<file path="src/logic/scp_params.svh">
`ifndef SCP_PARAMS_SVH
`define SCP_PARAMS_SVH
// ----------------------------------------------------------------
// register byte offsets
// ----------------------------------------------------------------
`define SCP_ADDR_CMD 8'h00
`define SCP_ADDR_STATUS 8'h04
`define SCP_ADDR_LABEL_IN 8'h08
`define SCP_ADDR_RESP 8'h0c
`define SCP_ADDR_IRQ_STAT 8'h10
`define SCP_ADDR_IRQ_CLR 8'h14
`define SCP_ADDR_IRQ_EN 8'h18
`define SCP_ADDR_LABEL_LEN 8'h1c
// ----------------------------------------------------------------
// command codes, written to cmd[3:0]; argument in cmd[7:4]
// ----------------------------------------------------------------
`define SCP_CMD_GET_TYPE 4'h1
`define SCP_CMD_SET_TYPE 4'h2
`define SCP_CMD_GET_LABEL 4'h3
`define SCP_CMD_SET_LABEL 4'h4
`define SCP_CMD_GET_SERIAL 4'h5
`define SCP_CMD_GET_FW 4'h6
`define SCP_CMD_GET_PORTS 4'h7
`define SCP_CMD_CALL_RESET 4'h8
`define SCP_CMD_CALL_DEFAULTS 4'h9
`define SCP_RESET_ARG 4'h1
// ----------------------------------------------------------------
// field positions, sizes and characters
// ----------------------------------------------------------------
`define SCP_LABEL_START_BIT 8
`define SCP_IRQ_DONE 0
`define SCP_IRQ_TRUNC 1
`define SCP_IRQ_BUSY 2
`define SCP_IRQ_W 3
`define SCP_LABEL_MAX 7'h27
`define SCP_NPORT 4
`define SCP_PORT_CHARS 5
`define SCP_PORT_BODY 7'h17
`define SCP_TYPE_LEN 7'h0c
`define SCP_SERIAL_LEN 7'h08
`define SCP_FW_LEN 7'h06
`define SCP_RESP_DEPTH 128
`define SCP_CH_CR 8'h0d
`define SCP_CH_LF 8'h0a
`define SCP_CH_SPACE 8'h20
`define SCP_CH_ESC 8'h5c
`define SCP_CH_SEMI 8'h3b
`define SCP_CH_ZERO 8'h30
`endif

</file>
<file path="src/logic/scp_pkg.sv">
package scp_pkg;
  // response builder states
  typedef enum logic [2:0] {ST_IDLE, ST_PFX, ST_BODY, ST_CR, ST_LF} scp_state_t;
  // kind of response line being built
  typedef enum logic [2:0] {K_TYPE, K_SERIAL, K_FW, K_LABEL, K_PORTS, K_PERR, K_MERR} scp_kind_t;
  // status of one video input
  typedef struct packed {
    logic muted;
    logic locked;
    logic [1:0] audio;
    logic [1:0] prot;
    logic [1:0] sig;
    logic [1:0] conn;
  } scp_port_t;
endpackage : scp_pkg

</file>
<file path="src/logic/scp_top.sv">
// Our own choices: register access over APB and the register addresses.
`timescale 1ns/100ps
`include "scp_params.svh"
// Operation
// RULE1: type name read-only, set attempts answered with error
// RULE2: label ascii only, truncated to 39 characters
// RULE3: serial and firmware answered as read-only
// RULE4: reset with argument 1 restarts, drops links silently
// RULE5: defaults call restores, restarts, drops, no reply
// RULE6: five characters per input in status list
// RULE7: letter followed by four hex characters
// RULE8: letter T L M U from mute and lock
// RULE9: first status byte always zero
// RULE10: second byte audio, protection, signal, cable
// RULE11: two-bit codes unknown, reserved, absent, present
// RULE12: inputs in port order, semicolon separated
// RULE13: every line ends carriage return line feed
// RULE14: each line starts with two-character type prefix
// RULE15: control characters escaped with backslash
module scp_top #(
  parameter logic [8*12-1:0] TYPE_NAME = "VIDEO-EXT-01", // arbitrary value
  parameter logic [8*8-1:0] SERIAL_NUM = "11223344", // arbitrary value
  parameter logic [8*6-1:0] FW_VERSION = "0.9.1a" // arbitrary value
) (
  input wire logic pclk,
  input wire logic presetn,
  input wire logic psel,
  input wire logic penable,
  input wire logic pwrite,
  input wire logic [7:0] paddr,
  input wire logic [31:0] pwdata,
  output logic [31:0] prdata,
  output logic pready,
  output logic pslverr,
  input wire scp_pkg::scp_port_t [`SCP_NPORT-1:0] port_state,
  output logic restart_req,
  output logic restore_req,
  output logic drop_conns,
  output logic irq
);
  // ----------------------------------------------------------------
  // helpers
  // ----------------------------------------------------------------
  // one nibble as upper-case hex ascii
  function automatic logic [7:0] hex_char(input logic [3:0] n);
    hex_char = (n < 4'ha) ? (8'h30 + {4'h0, n}) : (8'h37 + {4'h0, n});
  endfunction : hex_char

  // characters with protocol meaning inside a value
  function automatic logic is_ctrl(input logic [7:0] c);
    is_ctrl = (c == 8'h5c) || (c == 8'h28) || (c == 8'h29) || (c == 8'h2c) ||
              (c == 8'h3b) || (c == 8'h3d) || (c == 8'h23);
  endfunction : is_ctrl

  // ----------------------------------------------------------------
  // apb decode
  // ----------------------------------------------------------------
  logic setup; // setup phase
  logic wr_acc; // write takes effect
  logic rd_acc; // read completes
  logic cmd_go; // command register written
  assign setup = psel & ~penable;
  assign wr_acc = psel & penable & pwrite;
  assign rd_acc = psel & penable & ~pwrite;
  assign cmd_go = wr_acc && (paddr == `SCP_ADDR_CMD);
  assign pready = psel & penable; // zero wait states

  // ----------------------------------------------------------------
  // label store
  // ----------------------------------------------------------------
  logic [7:0] label_mem [0:38]; // stored label characters
  logic [6:0] lbl_len_r, lbl_len_nxt; // stored length
  logic lbl_esc_r, lbl_esc_nxt; // backslash seen, next is literal
  logic lbl_we; // store one character
  logic trunc_ev; // character dropped past the limit
  logic clear_label; // defaults restore empties the label
  logic [7:0] lbl_ch; // incoming character
  assign lbl_ch = pwdata[7:0];

  // next label state from writes to the label input register
  always_comb
  begin
    lbl_len_nxt = lbl_len_r;
    lbl_esc_nxt = lbl_esc_r;
    lbl_we = 1'b0;
    trunc_ev = 1'b0;
    if (clear_label)
    begin
      lbl_len_nxt = 7'h00;
      lbl_esc_nxt = 1'b0;
    end
    else if (wr_acc && (paddr == `SCP_ADDR_LABEL_IN))
    begin
      if (pwdata[`SCP_LABEL_START_BIT])
      begin
        // start a fresh label
        lbl_len_nxt = 7'h00;
        lbl_esc_nxt = 1'b0;
      end
      else if (lbl_ch[7])
      begin
        // non-ascii ignored, see RULE2
      end
      else if (!lbl_esc_r && (lbl_ch == `SCP_CH_ESC))
        lbl_esc_nxt = 1'b1; // escaped char follows, see RULE15
      else if (lbl_len_r < `SCP_LABEL_MAX)
      begin
        lbl_we = 1'b1; // stored literally, see RULE15
        lbl_len_nxt = lbl_len_r + 7'h01;
        lbl_esc_nxt = 1'b0;
      end
      else
      begin
        trunc_ev = 1'b1; // beyond 39 dropped, see RULE2
        lbl_esc_nxt = 1'b0;
      end
    end
  end

  // label registers
  always_ff @(posedge pclk or negedge presetn)
  begin
    if (!presetn)
    begin
      lbl_len_r <= 7'h00;
      lbl_esc_r <= 1'b0;
    end
    else
    begin
      lbl_len_r <= lbl_len_nxt;
      lbl_esc_r <= lbl_esc_nxt;
    end
  end

  // label memory, no reset needed
  always_ff @(posedge pclk)
  begin
    if (lbl_we)
      label_mem[lbl_len_r[5:0]] <= lbl_ch;
  end

  // ----------------------------------------------------------------
  // response builder
  // ----------------------------------------------------------------
  scp_pkg::scp_state_t st_r, st_nxt; // builder state
  scp_pkg::scp_kind_t kind_r, kind_nxt; // kind of line
  scp_pkg::scp_port_t [`SCP_NPORT-1:0] snap_r, snap_nxt; // inputs at command
  logic [7:0] resp_mem [0:`SCP_RESP_DEPTH-1]; // built line
  logic [6:0] src_r, src_nxt; // body index
  logic [6:0] dst_r, dst_nxt; // write index
  logic [6:0] rd_r, rd_nxt; // read index
  logic [6:0] len_r, len_nxt; // finished line length
  logic esc_r, esc_nxt; // backslash already emitted
  logic rst_r, rst_nxt; // restart pulse
  logic def_r, def_nxt; // defaults pulse
  logic wr_en; // write char to line
  logic [7:0] wr_char; // char to write
  logic [6:0] blen; // body length
  logic [7:0] bchar; // body char at src
  logic [7:0] pfx0, pfx1; // line prefix
  logic done_ev, busy_ev; // events
  logic avail; // unread characters
  integer p, pos; // port and position within port field
  scp_pkg::scp_port_t ps; // port being printed
  logic [7:0] byte2; // second status byte
  assign avail = rd_r < len_r;
  assign clear_label = def_r;

  // body length and character per kind
  always_comb
  begin
    p = int'(src_r) / 6;
    pos = int'(src_r) % 6;
    ps = snap_r[p % `SCP_NPORT];
    byte2 = {ps.audio, ps.prot, ps.sig, ps.conn}; // see RULE10 RULE11
    blen = 7'h00;
    bchar = 8'h00;
    pfx0 = 8'h70; // p
    pfx1 = 8'h72; // r, see RULE3
    unique case (kind_r)
      scp_pkg::K_TYPE:
      begin
        blen = `SCP_TYPE_LEN;
        bchar = TYPE_NAME[(int'(`SCP_TYPE_LEN) - 1 - int'(src_r)) * 8 +: 8];
      end
      scp_pkg::K_SERIAL:
      begin
        blen = `SCP_SERIAL_LEN; // see RULE3
        bchar = SERIAL_NUM[(int'(`SCP_SERIAL_LEN) - 1 - int'(src_r)) * 8 +: 8];
      end
      scp_pkg::K_FW:
      begin
        blen = `SCP_FW_LEN; // see RULE3
        bchar = FW_VERSION[(int'(`SCP_FW_LEN) - 1 - int'(src_r)) * 8 +: 8];
      end
      scp_pkg::K_LABEL:
      begin
        blen = lbl_len_r;
        bchar = label_mem[src_r[5:0] % 6'h27];
        pfx1 = 8'h77; // w, read-write property
      end
      scp_pkg::K_PORTS:
      begin
        blen = `SCP_PORT_BODY; // see RULE6 RULE12
        unique case (pos)
          0: bchar = ps.muted ? (ps.locked ? 8'h55 : 8'h4d)
                              : (ps.locked ? 8'h4c : 8'h54); // see RULE8
          1, 2: bchar = `SCP_CH_ZERO; // see RULE9
          3: bchar = hex_char(byte2[7:4]); // see RULE7
          4: bchar = hex_char(byte2[3:0]); // see RULE7
          default: bchar = `SCP_CH_SEMI; // see RULE12
        endcase
      end
      scp_pkg::K_PERR:
        pfx1 = 8'h45; // pE, see RULE1
      scp_pkg::K_MERR:
      begin
        pfx0 = 8'h6d;
        pfx1 = 8'h45; // mE
      end
    endcase
  end

  // next builder state
  always_comb
  begin
    st_nxt = st_r;
    kind_nxt = kind_r;
    snap_nxt = snap_r;
    src_nxt = src_r;
    dst_nxt = dst_r;
    rd_nxt = rd_r;
    len_nxt = len_r;
    esc_nxt = esc_r;
    rst_nxt = 1'b0;
    def_nxt = 1'b0;
    wr_en = 1'b0;
    wr_char = 8'h00;
    done_ev = 1'b0;
    busy_ev = cmd_go && (st_r != scp_pkg::ST_IDLE);
    if (rd_acc && (paddr == `SCP_ADDR_RESP) && avail)
      rd_nxt = rd_r + 7'h01; // pop one character
    unique case (st_r)
      scp_pkg::ST_IDLE:
        if (cmd_go)
        begin
          // a new command discards any unread line
          src_nxt = 7'h00;
          dst_nxt = 7'h00;
          rd_nxt = 7'h00;
          len_nxt = 7'h00;
          esc_nxt = 1'b0;
          snap_nxt = port_state;
          st_nxt = scp_pkg::ST_PFX;
          case (pwdata[3:0])
            `SCP_CMD_GET_TYPE: kind_nxt = scp_pkg::K_TYPE;
            `SCP_CMD_SET_TYPE: kind_nxt = scp_pkg::K_PERR; // see RULE1
            `SCP_CMD_GET_LABEL, `SCP_CMD_SET_LABEL: kind_nxt = scp_pkg::K_LABEL;
            `SCP_CMD_GET_SERIAL: kind_nxt = scp_pkg::K_SERIAL; // see RULE3
            `SCP_CMD_GET_FW: kind_nxt = scp_pkg::K_FW; // see RULE3
            `SCP_CMD_GET_PORTS: kind_nxt = scp_pkg::K_PORTS;
            `SCP_CMD_CALL_RESET:
              if (pwdata[7:4] == `SCP_RESET_ARG)
              begin
                rst_nxt = 1'b1; // silent restart, see RULE4
                st_nxt = scp_pkg::ST_IDLE;
              end
              else
                kind_nxt = scp_pkg::K_MERR;
            `SCP_CMD_CALL_DEFAULTS:
            begin
              def_nxt = 1'b1; // see RULE5
              rst_nxt = 1'b1;
              st_nxt = scp_pkg::ST_IDLE;
            end
            default: kind_nxt = scp_pkg::K_MERR;
          endcase
        end
      scp_pkg::ST_PFX:
      begin
        // two prefix characters and a space, see RULE14
        wr_en = 1'b1;
        wr_char = (src_r == 7'h00) ? pfx0 : ((src_r == 7'h01) ? pfx1 : `SCP_CH_SPACE);
        src_nxt = src_r + 7'h01;
        if (src_r == 7'h02)
        begin
          src_nxt = 7'h00;
          st_nxt = (blen == 7'h00) ? scp_pkg::ST_CR : scp_pkg::ST_BODY;
        end
      end
      scp_pkg::ST_BODY:
      begin
        wr_en = 1'b1;
        if ((kind_r == scp_pkg::K_LABEL) && is_ctrl(bchar) && !esc_r)
        begin
          wr_char = `SCP_CH_ESC; // see RULE15
          esc_nxt = 1'b1;
        end
        else
        begin
          wr_char = bchar;
          esc_nxt = 1'b0;
          src_nxt = src_r + 7'h01;
          if (src_r == blen - 7'h01)
            st_nxt = scp_pkg::ST_CR;
        end
      end
      scp_pkg::ST_CR:
      begin
        wr_en = 1'b1;
        wr_char = `SCP_CH_CR; // see RULE13
        st_nxt = scp_pkg::ST_LF;
      end
      scp_pkg::ST_LF:
      begin
        wr_en = 1'b1;
        wr_char = `SCP_CH_LF; // see RULE13
        len_nxt = dst_r + 7'h01;
        done_ev = 1'b1;
        st_nxt = scp_pkg::ST_IDLE;
      end
    endcase
    if (wr_en)
      dst_nxt = dst_r + 7'h01;
  end

  // builder registers
  always_ff @(posedge pclk or negedge presetn)
  begin
    if (!presetn)
    begin
      st_r <= scp_pkg::ST_IDLE;
      kind_r <= scp_pkg::K_TYPE;
      snap_r <= '0;
      src_r <= 7'h00;
      dst_r <= 7'h00;
      rd_r <= 7'h00;
      len_r <= 7'h00;
      esc_r <= 1'b0;
      rst_r <= 1'b0;
      def_r <= 1'b0;
    end
    else
    begin
      st_r <= st_nxt;
      kind_r <= kind_nxt;
      snap_r <= snap_nxt;
      src_r <= src_nxt;
      dst_r <= dst_nxt;
      rd_r <= rd_nxt;
      len_r <= len_nxt;
      esc_r <= esc_nxt;
      rst_r <= rst_nxt;
      def_r <= def_nxt;
    end
  end

  // line memory
  always_ff @(posedge pclk)
  begin
    if (wr_en)
      resp_mem[dst_r] <= wr_char;
  end

  assign restart_req = rst_r; // see RULE4 RULE5
  assign drop_conns = rst_r; // see RULE4 RULE5
  assign restore_req = def_r; // see RULE5

  // ----------------------------------------------------------------
  // interrupts and read data
  // ----------------------------------------------------------------
  logic [`SCP_IRQ_W-1:0] ist_r, ist_nxt; // sticky status
  logic [`SCP_IRQ_W-1:0] ien_r, ien_nxt; // enables
  logic irq_r, irq_nxt; // interrupt level
  logic [31:0] prdata_r, prdata_nxt; // read data
  logic perr_r, perr_nxt; // unmapped address

  // status set wins over clear; read data taken in setup phase
  always_comb
  begin
    ist_nxt = ist_r;
    ien_nxt = ien_r;
    if (wr_acc && (paddr == `SCP_ADDR_IRQ_CLR))
      ist_nxt = ist_r & ~pwdata[`SCP_IRQ_W-1:0];
    if (wr_acc && (paddr == `SCP_ADDR_IRQ_EN))
      ien_nxt = pwdata[`SCP_IRQ_W-1:0];
    ist_nxt = ist_nxt | {busy_ev, trunc_ev, done_ev};
    irq_nxt = |(ist_nxt & ien_nxt);
    prdata_nxt = prdata_r;
    perr_nxt = perr_r;
    if (setup)
    begin
      perr_nxt = 1'b0;
      prdata_nxt = 32'h0000_0000;
      case (paddr)
        `SCP_ADDR_CMD, `SCP_ADDR_LABEL_IN, `SCP_ADDR_IRQ_CLR: prdata_nxt = 32'h0000_0000;
        `SCP_ADDR_STATUS:
          prdata_nxt = {9'h000, rd_r, 1'b0, len_r, 6'h00, avail, st_r != scp_pkg::ST_IDLE};
        `SCP_ADDR_RESP: prdata_nxt = {23'h000000, avail, resp_mem[rd_r]};
        `SCP_ADDR_IRQ_STAT: prdata_nxt = {29'h00000000, ist_r};
        `SCP_ADDR_IRQ_EN: prdata_nxt = {29'h00000000, ien_r};
        `SCP_ADDR_LABEL_LEN: prdata_nxt = {25'h0000000, lbl_len_r};
        default: perr_nxt = 1'b1;
      endcase
    end
  end

  // interrupt and bus output registers
  always_ff @(posedge pclk or negedge presetn)
  begin
    if (!presetn)
    begin
      ist_r <= '0;
      ien_r <= '0;
      irq_r <= 1'b0;
      prdata_r <= 32'h0000_0000;
      perr_r <= 1'b0;
    end
    else
    begin
      ist_r <= ist_nxt;
      ien_r <= ien_nxt;
      irq_r <= irq_nxt;
      prdata_r <= prdata_nxt;
      perr_r <= perr_nxt;
    end
  end

  assign irq = irq_r;
  assign prdata = prdata_r;
  assign pslverr = perr_r & psel & penable;

  // ----------------------------------------------------------------
  // assertions
  // ----------------------------------------------------------------
  a_type_readonly: assert property (@(posedge pclk) disable iff (!presetn)
    (cmd_go && st_r == scp_pkg::ST_IDLE && pwdata[3:0] == `SCP_CMD_SET_TYPE)
    |=> kind_r == scp_pkg::K_PERR) else $error("type name set not refused"); // see RULE1
  a_label_limit: assert property (@(posedge pclk) disable iff (!presetn)
    (lbl_len_r == `SCP_LABEL_MAX && lbl_we == 1'b0 && trunc_ev)
    |=> lbl_len_r == `SCP_LABEL_MAX) else $error("label grew past limit"); // see RULE2
  a_reset_silent: assert property (@(posedge pclk) disable iff (!presetn)
    (cmd_go && st_r == scp_pkg::ST_IDLE && pwdata[7:0] == {`SCP_RESET_ARG, `SCP_CMD_CALL_RESET})
    |=> restart_req && drop_conns && st_r == scp_pkg::ST_IDLE && !avail)
    else $error("reset call replied or did not restart"); // see RULE4
  a_defaults_all: assert property (@(posedge pclk) disable iff (!presetn)
    restore_req |-> restart_req && drop_conns ##1 lbl_len_r == 7'h00 && !avail)
    else $error("defaults call incomplete"); // see RULE5
  a_port_length: assert property (@(posedge pclk) disable iff (!presetn)
    (st_r == scp_pkg::ST_LF && kind_r == scp_pkg::K_PORTS) |-> dst_r == 7'h1b)
    else $error("port list length wrong"); // see RULE6
  a_zero_byte: assert property (@(posedge pclk) disable iff (!presetn)
    (st_r == scp_pkg::ST_BODY && kind_r == scp_pkg::K_PORTS && (pos == 1 || pos == 2))
    |-> wr_char == 8'h30) else $error("reserved byte not zero"); // see RULE9
  a_port_letter: assert property (@(posedge pclk) disable iff (!presetn)
    (st_r == scp_pkg::ST_BODY && kind_r == scp_pkg::K_PORTS && pos == 0 && !ps.muted && !ps.locked)
    |-> wr_char == 8'h54) else $error("unmuted unlocked letter wrong"); // see RULE8
  a_hex_low: assert property (@(posedge pclk) disable iff (!presetn)
    (st_r == scp_pkg::ST_BODY && kind_r == scp_pkg::K_PORTS && pos == 4 && ps.conn == 2'h3
     && ps.sig == 2'h3) |-> wr_char == 8'h46) else $error("low hex char wrong"); // see RULE10
  a_line_end: assert property (@(posedge pclk) disable iff (!presetn)
    st_r == scp_pkg::ST_CR |-> wr_char == 8'h0d ##1 st_r == scp_pkg::ST_LF && wr_char == 8'h0a
    ##1 avail) else $error("line end wrong"); // see RULE13
  a_prefix_space: assert property (@(posedge pclk) disable iff (!presetn)
    $rose(st_r == scp_pkg::ST_PFX) |-> ##2 wr_char == 8'h20)
    else $error("prefix not two characters"); // see RULE14
endmodule : scp_top

</file>
<file path="config.mk">
export PLATFORM = sky130hd
export DESIGN_NAME = scp_top
export DESIGN_NICKNAME = d
export VERILOG_FILES = /design/src/logic/scp_pkg.sv /design/src/logic/scp_top.sv
export VERILOG_INCLUDE_DIRS = /design/src /design/src/logic
export SDC_FILE = /design/constraint.sdc
export NUM_CORES = 2
export LEC_CHECK = 0
export BUFFER_PORTS_ARGS = -buffer_cell sky130_fd_sc_hd__buf_2
export CAP_MARGIN = 20
export CORE_MARGIN = 5
export CORE_UTILIZATION = 38
export DETAILED_ROUTE_END_ITERATION = 12
export PLACE_DENSITY = 0.53
export SYNTH_ARGS = -nofsm -noshare
export SYNTH_HDL_FRONTEND = slang
export SYNTH_SLANG_ARGS = --single-unit
</file>
<file path="constraint.sdc">
create_clock -name pclk -period 12.5 [get_ports pclk]
set_input_delay 1.875 -clock pclk [delete_from_list [all_inputs] [get_ports pclk]]
set_output_delay 1.875 -clock pclk [all_outputs]
set_load 0.1 [all_outputs]
</file>
-- After elaboration in Yosys (flattened, before gate mapping)
Memories as Yosys holds them, arrays and structs flattened.
Cells that the tools add are included.
- register bits: 125
- bits in writable memories: 1336
- output and inout bits: 38
- word-level logic and storage cells: 256
- memories kept: 2
- memories (memory ; words ; width ; read ports ; clocked after Yosys merged registers in ; wr ports ; RTL line ; text):
    resp_mem ; 128 ; 8 ; 1 ; 0 ; 1 ; scp_top.sv:148 ; logic [7:0] resp_mem [0:`SCP_RESP_DEPTH-1];
    label_mem ; 39 ; 8 ; 1 ; 0 ; 1 ; scp_top.sv:71 ; logic [7:0] label_mem [0:38];
- add/sub/neg operators: 12
- divide/modulo/power cells: 3
- magnitude comparators: 5
- eq/ne operators: 49
- shift operators: 3
- mux-type cells: 80
- bitwise operators: 14
- reduce and logical (&&, ||, !) cells: 48
- operator list (operator ; number):
    23-bit case mux with 5 select lines ; 1
    7-bit two-way mux ; 16
    96-bit by 11-bit indexed part select with 8-bit output, first input constant ; 1
    32-bit by 2-bit equality test with 1-bit output, second input constant ; 2
    64-bit by 11-bit indexed part select with 8-bit output, first input constant ; 1
    8-bit by 6-bit equality test with 1-bit output, second input constant ; 6
    48-bit by 11-bit indexed part select with 8-bit output, first input constant ; 1
    8-bit case mux with 5 select lines ; 1
    7-bit case mux with 5 select lines ; 1
    1-bit two-way mux ; 34
    8-bit by 4-bit divider with 32-bit output, second input constant ; 1
    32-bit by 1-bit equality test with 1-bit output, second input constant ; 1
    32-bit by 3-bit equality test with 1-bit output, second input constant ; 1
    8-bit by 5-bit equality test with 1-bit output, second input constant ; 4
    32-bit zero test ; 1
    8-bit by 4-bit remainder unit with 32-bit output, second input constant ; 1
    8-bit case mux with 4 select lines ; 1
    6-bit by 4-bit adder with 7-bit output, first input constant ; 4
    7-bit by 1-bit adder with 7-bit output, second input constant ; 4
    7-bit case mux with 4 select lines ; 1
    8-bit two-way mux ; 3
    3-bit case mux with 8 select lines ; 1
    3-bit two-way mux ; 7
    7-bit case mux with 3 select lines ; 1
    other kinds (51) ; 119

-- Longest topological paths before layout
- word-level depth: 21
- mapped depth: 32
- depth with buffers taken out: 28

-- Worst setup path before layout
OpenSTA, ideal clock, no wires.
- path type: reg2reg
- from: register src_r[2]
- to: memory resp_mem[0][6] (data pin)
- arrival time: 9.182 ns
- required time: 11.302 ns
- path slack: 2.120 ns
- stages on the path, launching flop included: 30
- clock period less this slack: 10.380 ns
- cell sequence: dfrtp_1 -> clkbuf_1 -> clkinv_1 -> ha_1 -> nor3b_2 -> nor2_1 -> ha_1 -> nand2b_1 -> o21ai_1 -> o21ai_1 -> a211o_1 -> and3_4 -> o32a_4 -> o21a_1 -> a211oi_4 -> a21o_1 -> buf_2 -> nor2_8 -> mux2i_1 -> mux2_2 -> ha_1 -> a211o_1 -> a31oi_1 -> o211ai_1 -> o2bb2ai_1 -> a41oi_1 -> a2111oi_4 -> buf_6 -> o21ai_0 -> o21ai_0
- longest elaborated chain between the ends: 19
- elaborated cells on any way between the ends: 53
- classes of those cells: 7 x add/sub; 3 x div; 2 x order compare; 12 x eq/ne; 3 x shift; 14 x mux; 11 x reduce/logical; 1 x memory
- ends and longest elaborated chain (what ; RTL line ; text):
    start: declaration ; scp_top.sv:149 ; logic [6:0] src_r, src_nxt;
    start signal: assignment ; scp_top.sv:348 ; src_r <= src_nxt;
    8-bit by 4-bit divider with 32-bit output ; scp_top.sv:172 ; p = int'(src_r) / 6;
    10-bit binary-select mux with 2-bit select ; scp_top.sv:174 ; ps = snap_r[p % `SCP_NPORT];
    10-bit two-way mux (2 in series) ; scp_top.sv:174 ;
    6-bit by 4-bit adder with 7-bit output, or another cell as far along ; scp_top.sv:46 ; hex_char = (n < 4'ha) ? (8'h30 + {4'h0, n}) : (8'h37 + {4'h0, n});
    7-bit two-way mux or 5-bit two-way mux (tied branches) ; scp_top.sv:46, scp_top.sv:206 ;
    7-bit case mux with 4 select lines ; scp_top.sv:205 ; unique case (pos)
    8-bit case mux with 5 select lines ; scp_top.sv:180 ; unique case (kind_r)
    8-bit by 7-bit equality test with 1-bit output or 8-bit by 6-bit equality test with 1-bit output (tied branches) ; scp_top.sv:51 ; is_ctrl = (c == 8'h5c) || (c == 8'h28) || (c == 8'h29) || (c == 8'h2c) ||
    1-bit logical OR (4 in series) ; scp_top.sv:51 ;
    1-bit logical OR (2 in series) ; scp_top.sv:52 ; (c == 8'h3b) || (c == 8'h3d) || (c == 8'h23);
    1-bit logical AND (2 in series) ; scp_top.sv:294 ; if ((kind_r == scp_pkg::K_LABEL) && is_ctrl(bchar) && !esc_r)
    8-bit two-way mux ; scp_top.sv:294 ;
    8-bit case mux with 4 select lines (*) ; scp_top.sv:243 ; unique case (st_r)
    named net wr_char[6] ; scp_top.sv:157 ; logic [7:0] wr_char;
    end: declaration ; scp_top.sv:148 ;
The timed path passes the listed nets; every way through them passes the cells marked *. The select of a mux whose other input is x is not followed.

-- Worst setup path after layout
- from: register src_r[3]
- to: memory resp_mem[87][1] (data pin)
Same word-level chain as after synthesis.

==> impl_metrics.yaml <==
outcome:
  status: "finished clean"
power_and_ir_drop:
  power.share.clock_pct: 34.6
  p_leak_nw: 21.74
  p_comb_share_pct: 17.5
  p_int_mw: 9.181
  p_sw_share_pct: 28.67
  vdd_ir_drop_max_mv: 0.2442
  power.switching_mw: 3.690
  power.density_nw_per_um2: 188.1
  seqPwrFrac_pct: 47.9
global_route:
  grt_use_met3_pct: 3.018
  grt_max_degree: 139
  grt-busiest-layer: "met2"
  grt_pass1_vias: 32080
  grt_pass1_wl_um: 221300
  track_usage_pct: 17.76
  grt-ovfl-total: 0
  met2_usage_pct: 29.28
  met1_usage_pct: 24.88
  antenna_found_initial: 2
logic_synthesis:
  yosysTopAreaCellShare_pct: 66.35
  ys_async_sr_fraction_pct: 7.926
  synthFlopType: "edfxtp_1"
  netlist_instances: 3338
  ys_types: 111
  ys_seq_elements: 1451
  synth_edf_count: 1336
  avgSynthCellArea_sq_um: 18.11
  ys_top_cells_by_area: "edfxtp_1 (66%), mux4_2 (15%), dfrtp_1 (4.8%), nand2_1 (2.0%), nor2_1 (1.5%)"
  synth_area_sq_um: 60460
  yosysTopAreaCell: "edfxtp_1"
  yosys_warnings: 0
  seq_area_frac_synth_pct: 71.11
sta:
  worst_slew_pin_slew_ps: 1081
  period_share_pct: 81.59
  hold_viol_final: 0
  setup_violations: 0
  drv_slew: 0
  rsz0062_at_grt: "no"
  slew_headroom_pct: 27.94
  period_minus_slack_ps: 10200
  clock_skew_ps: 51.59
  setup_tns_ps: 0
  fmax_ghz: 0.09805
die:
  core_sq_um: 158400
  ioPinCount: 123
  dieWidth_um: 408.9
  start_util_pct: 38.18
  die_area_sq_um: 167200
  rows: 146
  die_h_um: 408.9
worst_setup_path:
  arrival_ps: 10620
  worstSetupPathType: "reg2reg"
  crit_path_max_incr_delay_ps: 790
  rr_worst_depth: 27
  worst-path-max-fanout: 69
  start_kind: "flip-flop"
  slowest_stage: "dfrtp_1"
  end_kind: "flip-flop"
  crit_top_cell: "ha_1"
  crit_required_ps: 12920
route:
  initialDrtViolationCount: 3044
  wl_per_cell_um: 26.44
  drt_drc_violations_left: 0
  antenna_left: 0
  wirelength_um: 150000
  vias: 31310
  dr.pass1.iters: 6
  via_per_inst: 5.519
clock_tree:
  clock-sinks: 1451
  path_clk_slew_ps: 60
  clock_path_buffers: 3
  ctsResizeCount: 0
  cts_root_buffer: "clkbuf_16"
  cts_setup_buffers: 0
  clk_latency_ps: 800
  htreeDepth: 4
  cts_hold_buf: 0
  tritoncts: "built"
  numCtsBuffers: 156
layout:
  drive_gt1_share_pct: 23.69
  fin_nets: 3584
  most-common-layout-cells: "edfxtp_1 (1,336), mux4_2 (408), nand2_1 (311), nor2_1 (249), clkbuf_16 (157)"
  final_common_cell: "edfxtp_1"
  final_cells: 5673
  area_growth_pct: 13.15
hold_path:
  hold_path_class: "reg2reg"
  whs_path_depth: 2
run:
  cap_violations: 0
placement:
  dpl.hpwl_um: 92350
  io_buffers: 89
  place_inst: 5381
  gp_congestion: 0.8414
## critical path: cells and delay by family (launching register included)
| family | cells | cell delay [ps] |
|---|---|---|
| flops | 1 | 790 |
| fa+ha+maj | 3 | 910 |
| mux | 2 | 470 |
| simple gates | 7 | 1250 |
| buf+inv | 2 | 900 |
| compound gates | 13 | 5370 |
## stage by stage
step	power, mW	area (sq um)	worst slack [ps]	utilization (%)	hold slack [ps]
floorplan	7.676	60500	2120	-	442.2
global placement	8.508	63370	2435	40.01	459.3
detailed placement	8.568	63380	2378	40.02	462.5
CTS	13.04	68390	2335	43.18	476.6
global route	13.40	68410	1592	43.19	491.8
finish	12.87	68410	2301	43.20	475.7
## power groups by stage
stage / clock network, mW / logic, mW / registers [mW]
after floorplan: 0 / 1.32 / 6.35
after global routing: 4.78 / 2.45 / 6.18
after global placement: 0 / 2.25 / 6.26
after detailed placement: 0 / 2.30 / 6.27
after CTS: 4.57 / 2.30 / 6.17
final: 4.46 / 2.25 / 6.17
## synth_stat cells (5+ instances only)
master and instances:
a311oi_1 10, xnor2_1 31, a21oi_1 61, a21boi_0 5, buf_2 10, o22ai_1 6
o211ai_1 6, or3_1 7, nor3_1 28, nand3b_1 6, nor2b_1 15, inv_1 25
nand2_1 315, dfrtp_1 115, nand3_1 51, and2_1 24, a211oi_1 45, a41oi_1 5
mux2_2 8, a211o_1 8, nand4_1 12, mux2i_1 37, edfxtp_1 1336, a22o_1 11
nor2_1 249, a31oi_1 17, buf_4 17, mux4_2 408, a21o_1 14, and3_1 14
o21ai_0 81, o2bb2ai_1 6, xor2_1 14, ha_1 31, o21a_1 6, buf_1 35
clkbuf_1 121, nand2b_1 15
## worst paths after layout
kind / from / endpoint / slack [ps]
max: src_r[3] / resp_mem[87][1] / 2300
min: snap_r[36] / snap_r[36] / 480
min in group asynchronous: presetn / drop_conns / 1040
min reg2reg: snap_r[36] / snap_r[36] / 480
max reg2reg: src_r[3] / resp_mem[87][1] / 2300
max in group asynchronous: presetn / rd_r[1] / 10130
## flip-flops by register name, indices dropped and copies added, names as in the netlist
register / cells
resp_mem: 1024
label_mem: 312
snap_r: 40
prdata: 22
dst_r: 7
lbl_len_r: 7
len_r: 7
rd_r: 7
src_r: 7
ien_r: 3
ist_r: 3
kind_r: 3
st_r: 3
drop_conns: 1
esc_r: 1
irq: 1
lbl_esc_r: 1
perr_r: 1
restore_req: 1
## logic make-up after synthesis
kind of cell	synth area share, %
XOR/XNOR	0.6519
other	0.006202
buffers and inverters	1.480
adder cells (fa/ha/maj)	0.6415
AND/OR/NAND/NOR	5.832
AO/OA/AOI/OAI	4.294
multiplexers	15.98
flip-flops	71.11
## final cells by class
class	count	area (sq um)
clock buffers	199	4126
clock inverters	91	883.3
well taps	2072	2592
flip-flops and latches	1451	43010
fillers	13800	89970
repair buffers	149	964.7
inverters	27	101.3
multi-input cells	1683	16730
diodes	1	2.502
## per-layer routing
| metal | wire length, um | vias up |
|---|---|---|
| met5 | 0 | - |
| met4 | 2680 | 0 |
| met3 | 7156 | 163 |
| met2 | 73560 | 801 |
| met1 | 66600 | 16630 |
| li1 | - | 13720 |
No activity file was read; power rests on OpenSTA's default activity.
